File: config.mk
export PLATFORM = sky130hd
export DESIGN_NAME = port_pin_config_bank
export DESIGN_NICKNAME = d
export VERILOG_FILES = /design/src/include/pin_cfg_pkg.sv /design/src/hw/port_pin_config_bank.sv /design/src/hw/mode_decode.sv /design/src/hw/toggle_out.sv
export SDC_FILE = /design/constraint.sdc
export NUM_CORES = 1
export LEC_CHECK = 0
export BUFFER_PORTS_ARGS = -buffer_cell sky130_fd_sc_hd__buf_4
export CAP_MARGIN = 20
export CORE_UTILIZATION = 50
export DETAILED_ROUTE_END_ITERATION = 6
export GPL_ROUTABILITY_DRIVEN = 0
export GPL_TIMING_DRIVEN = 0
export HOLD_SLACK_MARGIN = 0.15
export PLACE_DENSITY = 0.77
export SLEW_MARGIN = 20
export SYNTH_ARGS = -nofsm -noshare
export SYNTH_HDL_FRONTEND = slang
export SYNTH_HIERARCHICAL = 1
export SYNTH_SLANG_ARGS = --single-unit
File: constraint.sdc
create_clock -name clk -period 3.2 [get_ports clk]
set_clock_uncertainty 0.15 [all_clocks]
set_input_delay 0.32 -clock clk [delete_from_list [all_inputs] [get_ports clk]]
set_output_delay 0.32 -clock clk [all_outputs]
set_load 0.02 [all_outputs]
File: src/include/pin_cfg_pkg.sv
package pin_cfg_pkg;
   // Register offsets on the special-function-register bus
   localparam logic [7:0] OFS_P3_LOW = 8'hAC;
   localparam logic [7:0] OFS_P3_HIGH = 8'hAD;
   localparam logic [7:0] OFS_P0_TYPE = 8'hB1;
   localparam logic [7:0] OFS_P0_SLEW = 8'hB2;
   localparam logic [7:0] OFS_P1_LOW = 8'hB3;
   localparam logic [7:0] OFS_P1_HIGH = 8'hB4;
   localparam logic [7:0] OFS_DED = 8'hB5;
   // Page numbers
   localparam logic PAGE_MODE = 1'b0;
   localparam logic PAGE_TYPE = 1'b1;
   // Reset values
   localparam logic [7:0] RST_P1_LOW = 8'hFF;
   localparam logic [7:0] RST_P1_HIGH = 8'h00;
   localparam logic RST_P3_LOW = 1'b1;
   localparam logic RST_P3_HIGH = 1'b0;
   localparam logic [7:0] RST_TYPE = 8'h00;
   localparam logic [7:0] RST_SLEW = 8'h00;
   localparam logic [7:0] RST_DED = 8'h00;
   // Fields of the dedicated-pin setting register
   localparam int DED_PULLUP_BIT = 7;
   localparam int DED_T1_OE_BIT = 3;
   localparam int DED_T0_OE_BIT = 2;
   localparam int DED_TYPE_BIT = 0;
   localparam logic [7:0] DED_USED_MASK = 8'h8D;
   // Pin output modes, low bit first in the code
   typedef enum logic [1:0] {
      MODE_QUASI = 2'h0,
      MODE_PUSH_PULL = 2'h1,
      MODE_INPUT_ONLY = 2'h2,
      MODE_OPEN_DRAIN = 2'h3
   } pin_mode_type;
   localparam logic TOGGLE_START = 1'b1;
endpackage

File: src/hw/port_pin_config_bank.sv
`timescale 1ns/1ps
// What this block does
// - Port 1 pin n mode is low,high bit n: 00 quasi,01 push,10 in,11 drain.
// - Port 3 bit 0 takes mode from bit 0 of both port 3 selects, same code.
// - Reset sets the port 1 low select to all ones and the high to zeros.
// - Reset sets port 3 low select bit 0 to one and the high select to zero.
// - Each pin has a type bit, 0 TTL and 1 Schmitt, reset to 0.
// - Input-type registers decode only while page 1 is selected.
// - Slew regs decode on page 1 only; port 3 modes sit at AC, AD on page 0.
// - Port 1 modes sit at B3, B4 on page 0; type and slew there on page 1.
// - Dedicated bit 7 enables the pull-up while the option is 0, else always.
// - Dedicated bit 0 selects TTL or Schmitt input for the dedicated pin.
// - Slew bits reset to normal rate and a set bit selects high-speed slew.
// - Dedicated bits 3 and 2 are the timer 1 and timer 0 toggle enables.
// - An enabled toggle output flips on each overflow and starts at one.
// - The dedicated input shows its pin while the option is 0, else 0.
module port_pin_config_bank
   import pin_cfg_pkg::*;
(
   // Clock and reset
   input wire logic clk,
   input wire logic arst_n,
   // Register bus
   input wire logic [7:0] reg_addr,
   input wire logic [7:0] reg_wdata,
   input wire logic reg_write,
   input wire logic reg_read,
   input wire logic page_select,
   output logic [7:0] reg_rdata,
   output logic reg_hit,
   // Option and pins
   input wire logic reset_pin_disable_option,
   input wire logic dedicated_input_pin,
   input wire logic timer0_overflow,
   input wire logic timer1_overflow,
   // Pin configuration
   output pin_cfg_pkg::pin_mode_type port1_mode [8],
   output pin_cfg_pkg::pin_mode_type oscillator_shared_pin_mode,
   output logic [7:0] port0_schmitt,
   output logic [7:0] port1_schmitt,
   output logic port3_schmitt,
   output logic [7:0] port0_fast_slew,
   output logic [7:0] port1_fast_slew,
   output logic port3_fast_slew,
   output logic dedicated_pin_pullup_enable,
   output logic dedicated_pin_schmitt,
   output logic dedicated_pin_value,
   output logic timer0_toggle_pin,
   output logic timer1_toggle_pin
);
   import pin_cfg_pkg::*;

   logic [7:0] port1_mode_select_low;
   logic [7:0] port1_mode_select_high;
   logic port3_mode_select_low;
   logic port3_mode_select_high;
   logic [7:0] port0_input_type;
   logic [7:0] port1_input_type;
   logic port3_input_type;
   logic [7:0] port0_slew_rate;
   logic [7:0] port1_slew_rate;
   logic port3_slew_rate;
   logic [7:0] dedicated_pin_setting;
   logic [7:0] next_p1_low;
   logic [7:0] next_p1_high;
   logic next_p3_low;
   logic next_p3_high;
   logic [7:0] next_p0_type;
   logic [7:0] next_p1_type;
   logic next_p3_type;
   logic [7:0] next_p0_slew;
   logic [7:0] next_p1_slew;
   logic next_p3_slew;
   logic [7:0] next_ded;
   logic [7:0] next_rdata;
   logic next_hit;
   logic next_pullup;
   logic next_ded_value;
   logic t0_level;
   logic t1_level;
   pin_mode_type p1_mode_w [8];
   pin_mode_type p3_mode_w;

   // Paged decode used by both the write and the read path
   function automatic logic hit(input logic [7:0] addr, input logic pg,
                                input logic [7:0] ofs, input logic want);
      hit = (addr == ofs) && (pg == want);
   endfunction

   always_comb begin
      next_p1_low = port1_mode_select_low;
      next_p1_high = port1_mode_select_high;
      next_p3_low = port3_mode_select_low;
      next_p3_high = port3_mode_select_high;
      next_p0_type = port0_input_type;
      next_p1_type = port1_input_type;
      next_p3_type = port3_input_type;
      next_p0_slew = port0_slew_rate;
      next_p1_slew = port1_slew_rate;
      next_p3_slew = port3_slew_rate;
      next_ded = dedicated_pin_setting;
      if (reg_write) begin
         if (hit(reg_addr, page_select, OFS_P1_LOW, PAGE_MODE)) begin
            next_p1_low = reg_wdata;
         end
         if (hit(reg_addr, page_select, OFS_P1_HIGH, PAGE_MODE)) begin
            next_p1_high = reg_wdata;
         end
         if (hit(reg_addr, page_select, OFS_P3_LOW, PAGE_MODE)) begin
            next_p3_low = reg_wdata[0];
         end
         if (hit(reg_addr, page_select, OFS_P3_HIGH, PAGE_MODE)) begin
            next_p3_high = reg_wdata[0];
         end
         if (hit(reg_addr, page_select, OFS_P0_TYPE, PAGE_TYPE)) begin
            next_p0_type = reg_wdata;
         end
         if (hit(reg_addr, page_select, OFS_P1_LOW, PAGE_TYPE)) begin
            next_p1_type = reg_wdata;
         end
         if (hit(reg_addr, page_select, OFS_P3_LOW, PAGE_TYPE)) begin
            next_p3_type = reg_wdata[0];
         end
         if (hit(reg_addr, page_select, OFS_P0_SLEW, PAGE_TYPE)) begin
            next_p0_slew = reg_wdata;
         end
         if (hit(reg_addr, page_select, OFS_P1_HIGH, PAGE_TYPE)) begin
            next_p1_slew = reg_wdata;
         end
         if (hit(reg_addr, page_select, OFS_P3_HIGH, PAGE_TYPE)) begin
            next_p3_slew = reg_wdata[0];
         end
         // Not paged: reachable from either page
         if (reg_addr == OFS_DED) begin
            next_ded = reg_wdata & DED_USED_MASK;
         end
      end
   end

   always_comb begin
      next_rdata = 8'h00;
      next_hit = 1'b1;
      if (hit(reg_addr, page_select, OFS_P1_LOW, PAGE_MODE)) begin
         next_rdata = port1_mode_select_low;
      end else if (hit(reg_addr, page_select, OFS_P1_HIGH, PAGE_MODE)) begin
         next_rdata = port1_mode_select_high;
      end else if (hit(reg_addr, page_select, OFS_P3_LOW, PAGE_MODE)) begin
         next_rdata = {7'h00, port3_mode_select_low};
      end else if (hit(reg_addr, page_select, OFS_P3_HIGH, PAGE_MODE)) begin
         next_rdata = {7'h00, port3_mode_select_high};
      end else if (hit(reg_addr, page_select, OFS_P0_TYPE, PAGE_TYPE)) begin
         next_rdata = port0_input_type;
      end else if (hit(reg_addr, page_select, OFS_P1_LOW, PAGE_TYPE)) begin
         next_rdata = port1_input_type;
      end else if (hit(reg_addr, page_select, OFS_P3_LOW, PAGE_TYPE)) begin
         next_rdata = {7'h00, port3_input_type};
      end else if (hit(reg_addr, page_select, OFS_P0_SLEW, PAGE_TYPE)) begin
         next_rdata = port0_slew_rate;
      end else if (hit(reg_addr, page_select, OFS_P1_HIGH, PAGE_TYPE)) begin
         next_rdata = port1_slew_rate;
      end else if (hit(reg_addr, page_select, OFS_P3_HIGH, PAGE_TYPE)) begin
         next_rdata = {7'h00, port3_slew_rate};
      end else if (reg_addr == OFS_DED) begin
         next_rdata = dedicated_pin_setting;
      end else begin
         next_hit = 1'b0;
      end
      if (!reg_read) begin
         next_hit = 1'b0;
         next_rdata = 8'h00;
      end
   end

   always_comb begin
      // Option unprogrammed forces the pull-up on and the input to zero
      next_pullup = reset_pin_disable_option
                  | dedicated_pin_setting[DED_PULLUP_BIT];
      next_ded_value = !reset_pin_disable_option
                     & dedicated_input_pin;
   end

   always_ff @(posedge clk or negedge arst_n) begin
      if (!arst_n) begin
         port1_mode_select_low <= RST_P1_LOW;
         port1_mode_select_high <= RST_P1_HIGH;
         port3_mode_select_low <= RST_P3_LOW;
         port3_mode_select_high <= RST_P3_HIGH;
         port0_input_type <= RST_TYPE;
         port1_input_type <= RST_TYPE;
         port3_input_type <= 1'b0;
         port0_slew_rate <= RST_SLEW;
         port1_slew_rate <= RST_SLEW;
         port3_slew_rate <= 1'b0;
         dedicated_pin_setting <= RST_DED;
         reg_rdata <= 8'h00;
         reg_hit <= 1'b0;
         dedicated_pin_pullup_enable <= 1'b0;
         dedicated_pin_value <= 1'b0;
      end else begin
         port1_mode_select_low <= next_p1_low;
         port1_mode_select_high <= next_p1_high;
         port3_mode_select_low <= next_p3_low;
         port3_mode_select_high <= next_p3_high;
         port0_input_type <= next_p0_type;
         port1_input_type <= next_p1_type;
         port3_input_type <= next_p3_type;
         port0_slew_rate <= next_p0_slew;
         port1_slew_rate <= next_p1_slew;
         port3_slew_rate <= next_p3_slew;
         dedicated_pin_setting <= next_ded;
         reg_rdata <= next_rdata;
         reg_hit <= next_hit;
         dedicated_pin_pullup_enable <= next_pullup;
         dedicated_pin_value <= next_ded_value;
      end
   end

   // Mode outputs are combinational off register bits, so they follow writes
   // in the next cycle with no extra latency
   genvar gi;
   generate
      for (gi = 0; gi < 8; gi++) begin : g_p1
         mode_decode u_dec (
            .sel_low(port1_mode_select_low[gi]),
            .sel_high(port1_mode_select_high[gi]),
            .mode(p1_mode_w[gi])
         );
         assign port1_mode[gi] = p1_mode_w[gi];
      end
   endgenerate

   mode_decode u_dec_p3 (
      .sel_low(port3_mode_select_low),
      .sel_high(port3_mode_select_high),
      .mode(p3_mode_w)
   );
   assign oscillator_shared_pin_mode = p3_mode_w;

   assign port0_schmitt = port0_input_type;
   assign port1_schmitt = port1_input_type;
   assign port3_schmitt = port3_input_type;
   assign port0_fast_slew = port0_slew_rate;
   assign port1_fast_slew = port1_slew_rate;
   assign port3_fast_slew = port3_slew_rate;
   assign dedicated_pin_schmitt = dedicated_pin_setting[DED_TYPE_BIT];

   toggle_out u_t0 (
      .clk(clk),
      .arst_n(arst_n),
      .enable(dedicated_pin_setting[DED_T0_OE_BIT]),
      .overflow(timer0_overflow),
      .level(t0_level)
   );
   toggle_out u_t1 (
      .clk(clk),
      .arst_n(arst_n),
      .enable(dedicated_pin_setting[DED_T1_OE_BIT]),
      .overflow(timer1_overflow),
      .level(t1_level)
   );
   assign timer0_toggle_pin = t0_level;
   assign timer1_toggle_pin = t1_level;
endmodule

File: src/hw/mode_decode.sv
`timescale 1ns/1ps
module mode_decode
   import pin_cfg_pkg::*;
(
   // Mode-select bits of one pin
   input wire logic sel_low,
   input wire logic sel_high,
   // Decoded mode
   output pin_cfg_pkg::pin_mode_type mode
);
   assign mode = pin_mode_type'({sel_low, sel_high});
endmodule

File: src/hw/toggle_out.sv
`timescale 1ns/1ps
module toggle_out
   import pin_cfg_pkg::*;
(
   // Clock and reset
   input wire logic clk,
   input wire logic arst_n,
   // Control
   input wire logic enable,
   input wire logic overflow,
   // Pin level
   output logic level
);
   logic next_level;
   always_comb begin
      next_level = level;
      if (!enable) begin
         // Rearm so the pin shows one again before its first overflow
         next_level = TOGGLE_START;
      end else if (overflow) begin
         next_level = ~level;
      end
   end
   always_ff @(posedge clk or negedge arst_n) begin
      if (!arst_n) begin
         level <= TOGGLE_START;
      end else begin
         level <= next_level;
      end
   end
endmodule

==> results of run 1 <==
==> through the flow <==
stage	power, mW	std cells	util [%]	hold slack (ns)
after floorplan	1.029	295	-	-0.1256
after global placement	1.126	460	64.62	0.2644
after detailed placement	1.131	460	64.62	0.2802
after CTS	1.903	489	69.96	0.2586
after global routing	1.971	489	69.96	0.2781
final	1.893	489	69.96	0.2673
==> final timing paths <==
check / to / cells after the start
max in group asynchronous: port1_mode_select_high[5] / 2
worst max register to register: reg_rdata[0] / 4
min in group asynchronous: port0_schmitt[0] / 2
worst min register to register: u_t0/level / 1
worst min-delay path: port3_fast_slew / 3
worst max-delay path: port1_mode_select_low[5] / 7
==> cell type report <==
| cell class | instances | area [sq um] |
|---|---|---|
| timing repair buffer | 101 | 790.8 |
| fill | 489 | 1962 |
| tap | 77 | 96.34 |
| clock buffer | 12 | 165.2 |
| clock inverter | 4 | 53.80 |
| buffer | 33 | 207.7 |
| sequential | 69 | 1740 |
| multi-input combinational | 189 | 1500 |
| inverter | 4 | 15.01 |
==> report_power, final <==
group          internal, mW  switching, mW  leakage [nW]
logic                0.0984          0.114          1.25
clock network         0.427          0.339         0.105
registers             0.897         0.0178         0.916
total                  1.42          0.471          2.27
==> synth_stat cells, types with 7 or more instances <==
cell and count:
dfstp_2 11, a21oi_1 9, o21ai_0 7, nor2b_1 7, dfrtp_1 58, nand2b_1 8
nand2_1 16, mux2_2 59, nor2_1 11, nand4_1 9, buf_2 10, buf_4 19
==> what timing repair did <==
| action | 4_1_cts | 5_1_grt |
|---|---|---|
| hold buffers | 13 | 0 |
| endpoints found under the setup margin | 0 | 0 |
| endpoints found under the hold margin | 106 | 0 |
==> sequential cells by signal (all words and copies together), names as in the netlist, 4 cells and up <==
register,cells
port0_schmitt,8
port0_fast_slew,8
port1_mode_select_low,8
port1_mode_select_high,8
reg_rdata,8
dedicated_pin_setting,4
port1_fast_slew,8
port1_schmitt,8
==> cells by family after synthesis <==
logic type / count (synthesis) / share of synthesized area (%)
DFF: 69 / 50.25
buffers and inverters: 37 / 6.431
AOI/OAI and AO/OA: 41 / 8.092
muxes: 65 / 20.92
and+or+nand+nor: 81 / 13.80
xor gates and xnor gates: 2 / 0.5059
==> per-layer routing <==
metal | global-route usage [%] | routed length (um) | share of wire (%) | vias up
li1 | - | - | - | 1286
met1 | 35.83 | 3857 | 44 | 1321
met2 | 39.74 | 4098 | 47 | 121
met3 | 5.739 | 700 | 8.0 | 13
met4 | 9.707 | 128 | 1.5 | 0
met5 | 0 | 0 | 0 | -
==> worst register-to-register path, cell delays in order (launching register included) <==
cell and delay, ns:
dfrtp_1 0.40, o21ai_0 0.29, nand4_1 0.14, o311ai_0 0.16, a21oi_1 0.17
==> flow_summary.ini, run 1 <==
[synth]
synth_edf_count = 0
synth_top_cell_by_area = dfrtp_1
seq_area_frac_synth_pct = 50.25
ys_warn_count = 6
synth_async_sr_flop_share_pct = 100.0
synth.net_count = 320
synth_area_sq_um = 3463
synth.area.top_cells = dfrtp_1 42%, mux2_2 19%, dfstp_2 8.3%
netlist.area_leader.share_pct = 41.91
ys_types = 49
yosys_most_used_dff = dfrtp_1
synth_seq_cells = 69
synth_cells = 295
syn_avg_cell_area_sq_um = 11.74

[timing]
setup_ws_ns = 1.286
period_share_pct = 59.82
rsz0062_at_grt = no
setup_viol = 0
max_freq_mhz = 522.4
period_needed_ns = 1.914
finalSetupTns_ns = 0
worst_pin_slew_ns = 0.8534
slew_headroom_pct = 43.10
hold_violations = 0
slew_viol_final = 0

[placed_design]
port_buffers = 88
detailed_place_hpwl_um = 5972
place_area_sq_um = 4220
dpl_worst_slack_ns = 0.9683

[global_routing]
grt_start_max_net_pins = 70
grt.total_usage_pct = 25.78
antenna_found_initial = 0
grt_pass1_vias = 2667
grt_overflow = 0
grt_pass1_wl_um = 14080

[job]
timing.max_cap.violations = 0

[floorplanning]
dieArea_sq_um = 7263
rows = 29
core_area_sq_um = 6531
start_util_pct = 53.03
ios = 91
die_h_um = 85.23
die_w_um = 85.23

[critical_path]
crit_chain = buf_4, and3b_1, buf_2, and4_1, buf_2, nand2_1, mux2_2
slowest_stage = mux2_2
crit_start = reg_addr[6]
path_common_cell = buf_2
endpoint_kind = register
slowest_delay_ns = 0.39
cp_max_fo = 10
crit_type = input pin to register
cpLargestDelayFamily = simple AND/OR/NAND/NOR gates
cp.buffers_inverters = 3
worstPathArrival_ns = 2.03
r2r_start = port1_fast_slew[0]
crit_required_ns = 3.32
critPathLaunchType = input pin
reg2reg_slack_ns = 1.74

[cells_and_area]
layout-drive-gt1-share_pct = 50.97
final_nets = 432
layout.cell_area.non_filler_sq_um = 4569
final_cell_mix = 107 x buf_4, 59 x mux2_2, 58 x dfrtp_1
final_common_cell = buf_4
antennaDiodeCount = 0
synthToLayoutAreaGrowth_pct = 31.94

[clock_tree]
post_cts_buffers = 0
cts_max_level = 3
cts_root_buf = clkbuf_8
clock-sinks = 69
cts_tree = built
cts_resized = 0
clk_pin_slew_ns = 0.08
clkLatencyLatePin_ns = 0.34
numCtsBuffers = 9
clock_path_buffers = 2

[min_path]
hp-class = input pin to register
hold_start = reg_write

[route]
num_vias = 2741
drt_iter0_drc = 157
wl_per_cell_um = 17.97
drc = 0
drtPass1Iterations = 4
vias_per_cell = 5.605
postRouteAntennaNets = 0
wl_um = 8785

[run_status]
status = complete, no violations

[power]
leakage_nw = 2.268
peakVddDrop_mv = 0.2467
pwr_density_cell_nw_per_um2 = 414.3
Power figures use the tool's default switching activity.
==> run 2, diff against run 1 <==
Settings changed: ABC_AREA set to 1, CORE_UTILIZATION 50 to 47.
Clock period 3.2 ns to 1.75 ns, I/O delays scaled along.
==> flow_summary.ini, run 2 <==
[run_status]
status = complete, no violations

[timing]
slew_viol_final = 0
slew_headroom_pct = 44.36
rsz0062_at_grt = no
hold_violations = 0
finalSetupTns_ns = 0
period_needed_ns = 1.647
setup_viol = 0
max_freq_mhz = 607.3
setup_ws_ns = 0.1035
worst_pin_slew_ns = 0.8346
period_share_pct = 94.09

[global_routing]
grt_start_max_net_pins = 70
antenna_found_initial = 0
grt_pass1_wl_um = 14570
grt.total_usage_pct = 26.26
grt_pass1_vias = 2880
grt_overflow = 0

[synth]
seq_area_frac_synth_pct = 52.23
synth_area_sq_um = 3332
synth_cells = 379
synth_edf_count = 0
yosys_most_used_dff = dfrtp_1
yosysMostFrequentCell = nand2_1
ys_types = 33
synth_seq_cells = 69
synth.net_count = 404
synthTopCellsByCount = 103 x nand2_1, 58 x dfrtp_1, 35 x inv_1
synth.area.top_cells = dfrtp_1 44%, nand2_1 12%, dfstp_2 8.7%
synth_async_sr_flop_share_pct = 100.0
syn_avg_cell_area_sq_um = 8.791
synth_top_cell_by_area = dfrtp_1
netlist.area_leader.share_pct = 43.56
ys_warn_count = 6

[clock_tree]
cts_tree = built
clock-sinks = 69
numCtsBuffers = 9
clock_path_buffers = 2
clk_pin_slew_ns = 0.07
post_cts_buffers = 0
clkLatencyLatePin_ns = 0.35
cts_root_buf = clkbuf_8
cts_max_level = 3

[critical_path]
cp_max_fo = 3
r2r_start = port3_fast_slew
crit_start = reg_addr[2]
crit_required_ns = 1.88
worstPathArrival_ns = 1.77
reg2reg_slack_ns = 0.37
endpoint_kind = register
critPathLaunchType = input pin
crit_type = input pin to register

[placed_design]
place_area_sq_um = 4120
dp.cells = 564
port_buffers = 89
detailed_place_hpwl_um = 6323
dpl_worst_slack_ns = -0.06650

[cells_and_area]
antennaDiodeCount = 0
final_common_cell = buf_4
final_cell_mix = 109 x buf_4, 102 x nand2_1, 58 x dfrtp_1
fill_cells = 589
layout-drive-gt1-share_pct = 36.51
final_nets = 524
layout.cell_area.non_filler_sq_um = 4541
synthToLayoutAreaGrowth_pct = 36.27
stdcell_count = 600

[floorplanning]
die_h_um = 86.20
ios = 91
start_util_pct = 48.77
rows = 30
dieArea_sq_um = 7430
die_w_um = 86.20
core_area_sq_um = 6832

[min_path]
hp-class = input pin to register
hold_start = reg_addr[4]

[power]
p_int_mw = 2.536
p_sw_share_pct = 24.86
peakVddDrop_mv = 0.4805
clkPwrFrac_pct = 39.1
p_comb_share_pct = 11.1
leakage_nw = 2.290
seq_power_share_pct = 49.8
p_sw_mw = 0.8392
pwr_density_cell_nw_per_um2 = 743.4
finalPower_mw = 3.376

[route]
drc = 0
postRouteAntennaNets = 0
wl_um = 8997
vias_per_cell = 5.082
drt_iter0_drc = 230
drtPass1Iterations = 4
wl_per_cell_um = 15.00
num_vias = 3049

[job]
timing.max_cap.violations = 0
-- run 2: path summary, 6_finish.rpt --
check,to,cells past startpoint
setup / recovery,reg_rdata[0],12
min in group asynchronous,port1_mode_select_high[5],2
max in group asynchronous,port1_schmitt[7],2
hold reg to reg,u_t0/level,1
hold / removal,reg_rdata[0],5
setup reg to reg,reg_rdata[0],10
-- run 2: per-layer routing --
layer / share of wire, % / wire [um] / track usage [%]
met5: 0 / 0 / 0
met4: 1.8 / 158 / 9.545
met3: 7.1 / 643 / 5.810
met2: 48 / 4357 / 42.50
met1: 43 / 3838 / 34.95
-- run 2: kinds of logic after synthesis --
family          Yosys count  synth area share (%)
simple gates            153                 21.74
flops                    69                 52.23
compound gates           85                 14.98
buf+inv                  72                 11.04
-- run 2: power groups by stage --
stage,registers [mW],clock network [mW],logic (mW)
finish,1.68,1.32,0.374
floorplan,1.73,0,0.138
global route,1.69,1.41,0.409
detailed placement,1.71,0,0.337
CTS,1.68,1.33,0.372
global placement,1.71,0,0.329
-- run 2: worst max-delay path: stages --
cell           delay, ns
buf_4               0.09
dlygate4sd3_1       0.56
nand2_2             0.08
nor2_2              0.15
nand3_2             0.13
inv_1               0.12
nand2_1             0.07
nand4_1             0.09
nand2_1             0.05
nand2_1             0.06
nand2_1             0.06
a21oi_2             0.13
-- run 2: timing repair --
item,CTS,global route
endpoints found under the setup margin,0,1
hold buffers,20,0
gates resized for setup,0,5
endpoints found under the hold margin,121,0
-- run 2: cell type report --
class	instances	area [sq um]	share of cell area (%)
timing repair buffer	109	868.3	19.12
clock buffer	12	155.1	3.417
clock inverter	4	47.55	1.047
tap	96	120.1	2.645
buffer	28	200.2	4.409
inverter	44	167.7	3.692
sequential	69	1740	38.33
multi-input combinational	238	1241	27.34
-- run 2: stage by stage --
step / hold WS [ns] / utilization [%]
global placement: 0.1811 / 60.31
CTS: 0.1546 / 66.21
floorplan: -0.2706 / -
finish: 0.1638 / 66.47
global route: 0.1717 / 66.47
detailed placement: 0.1784 / 60.31
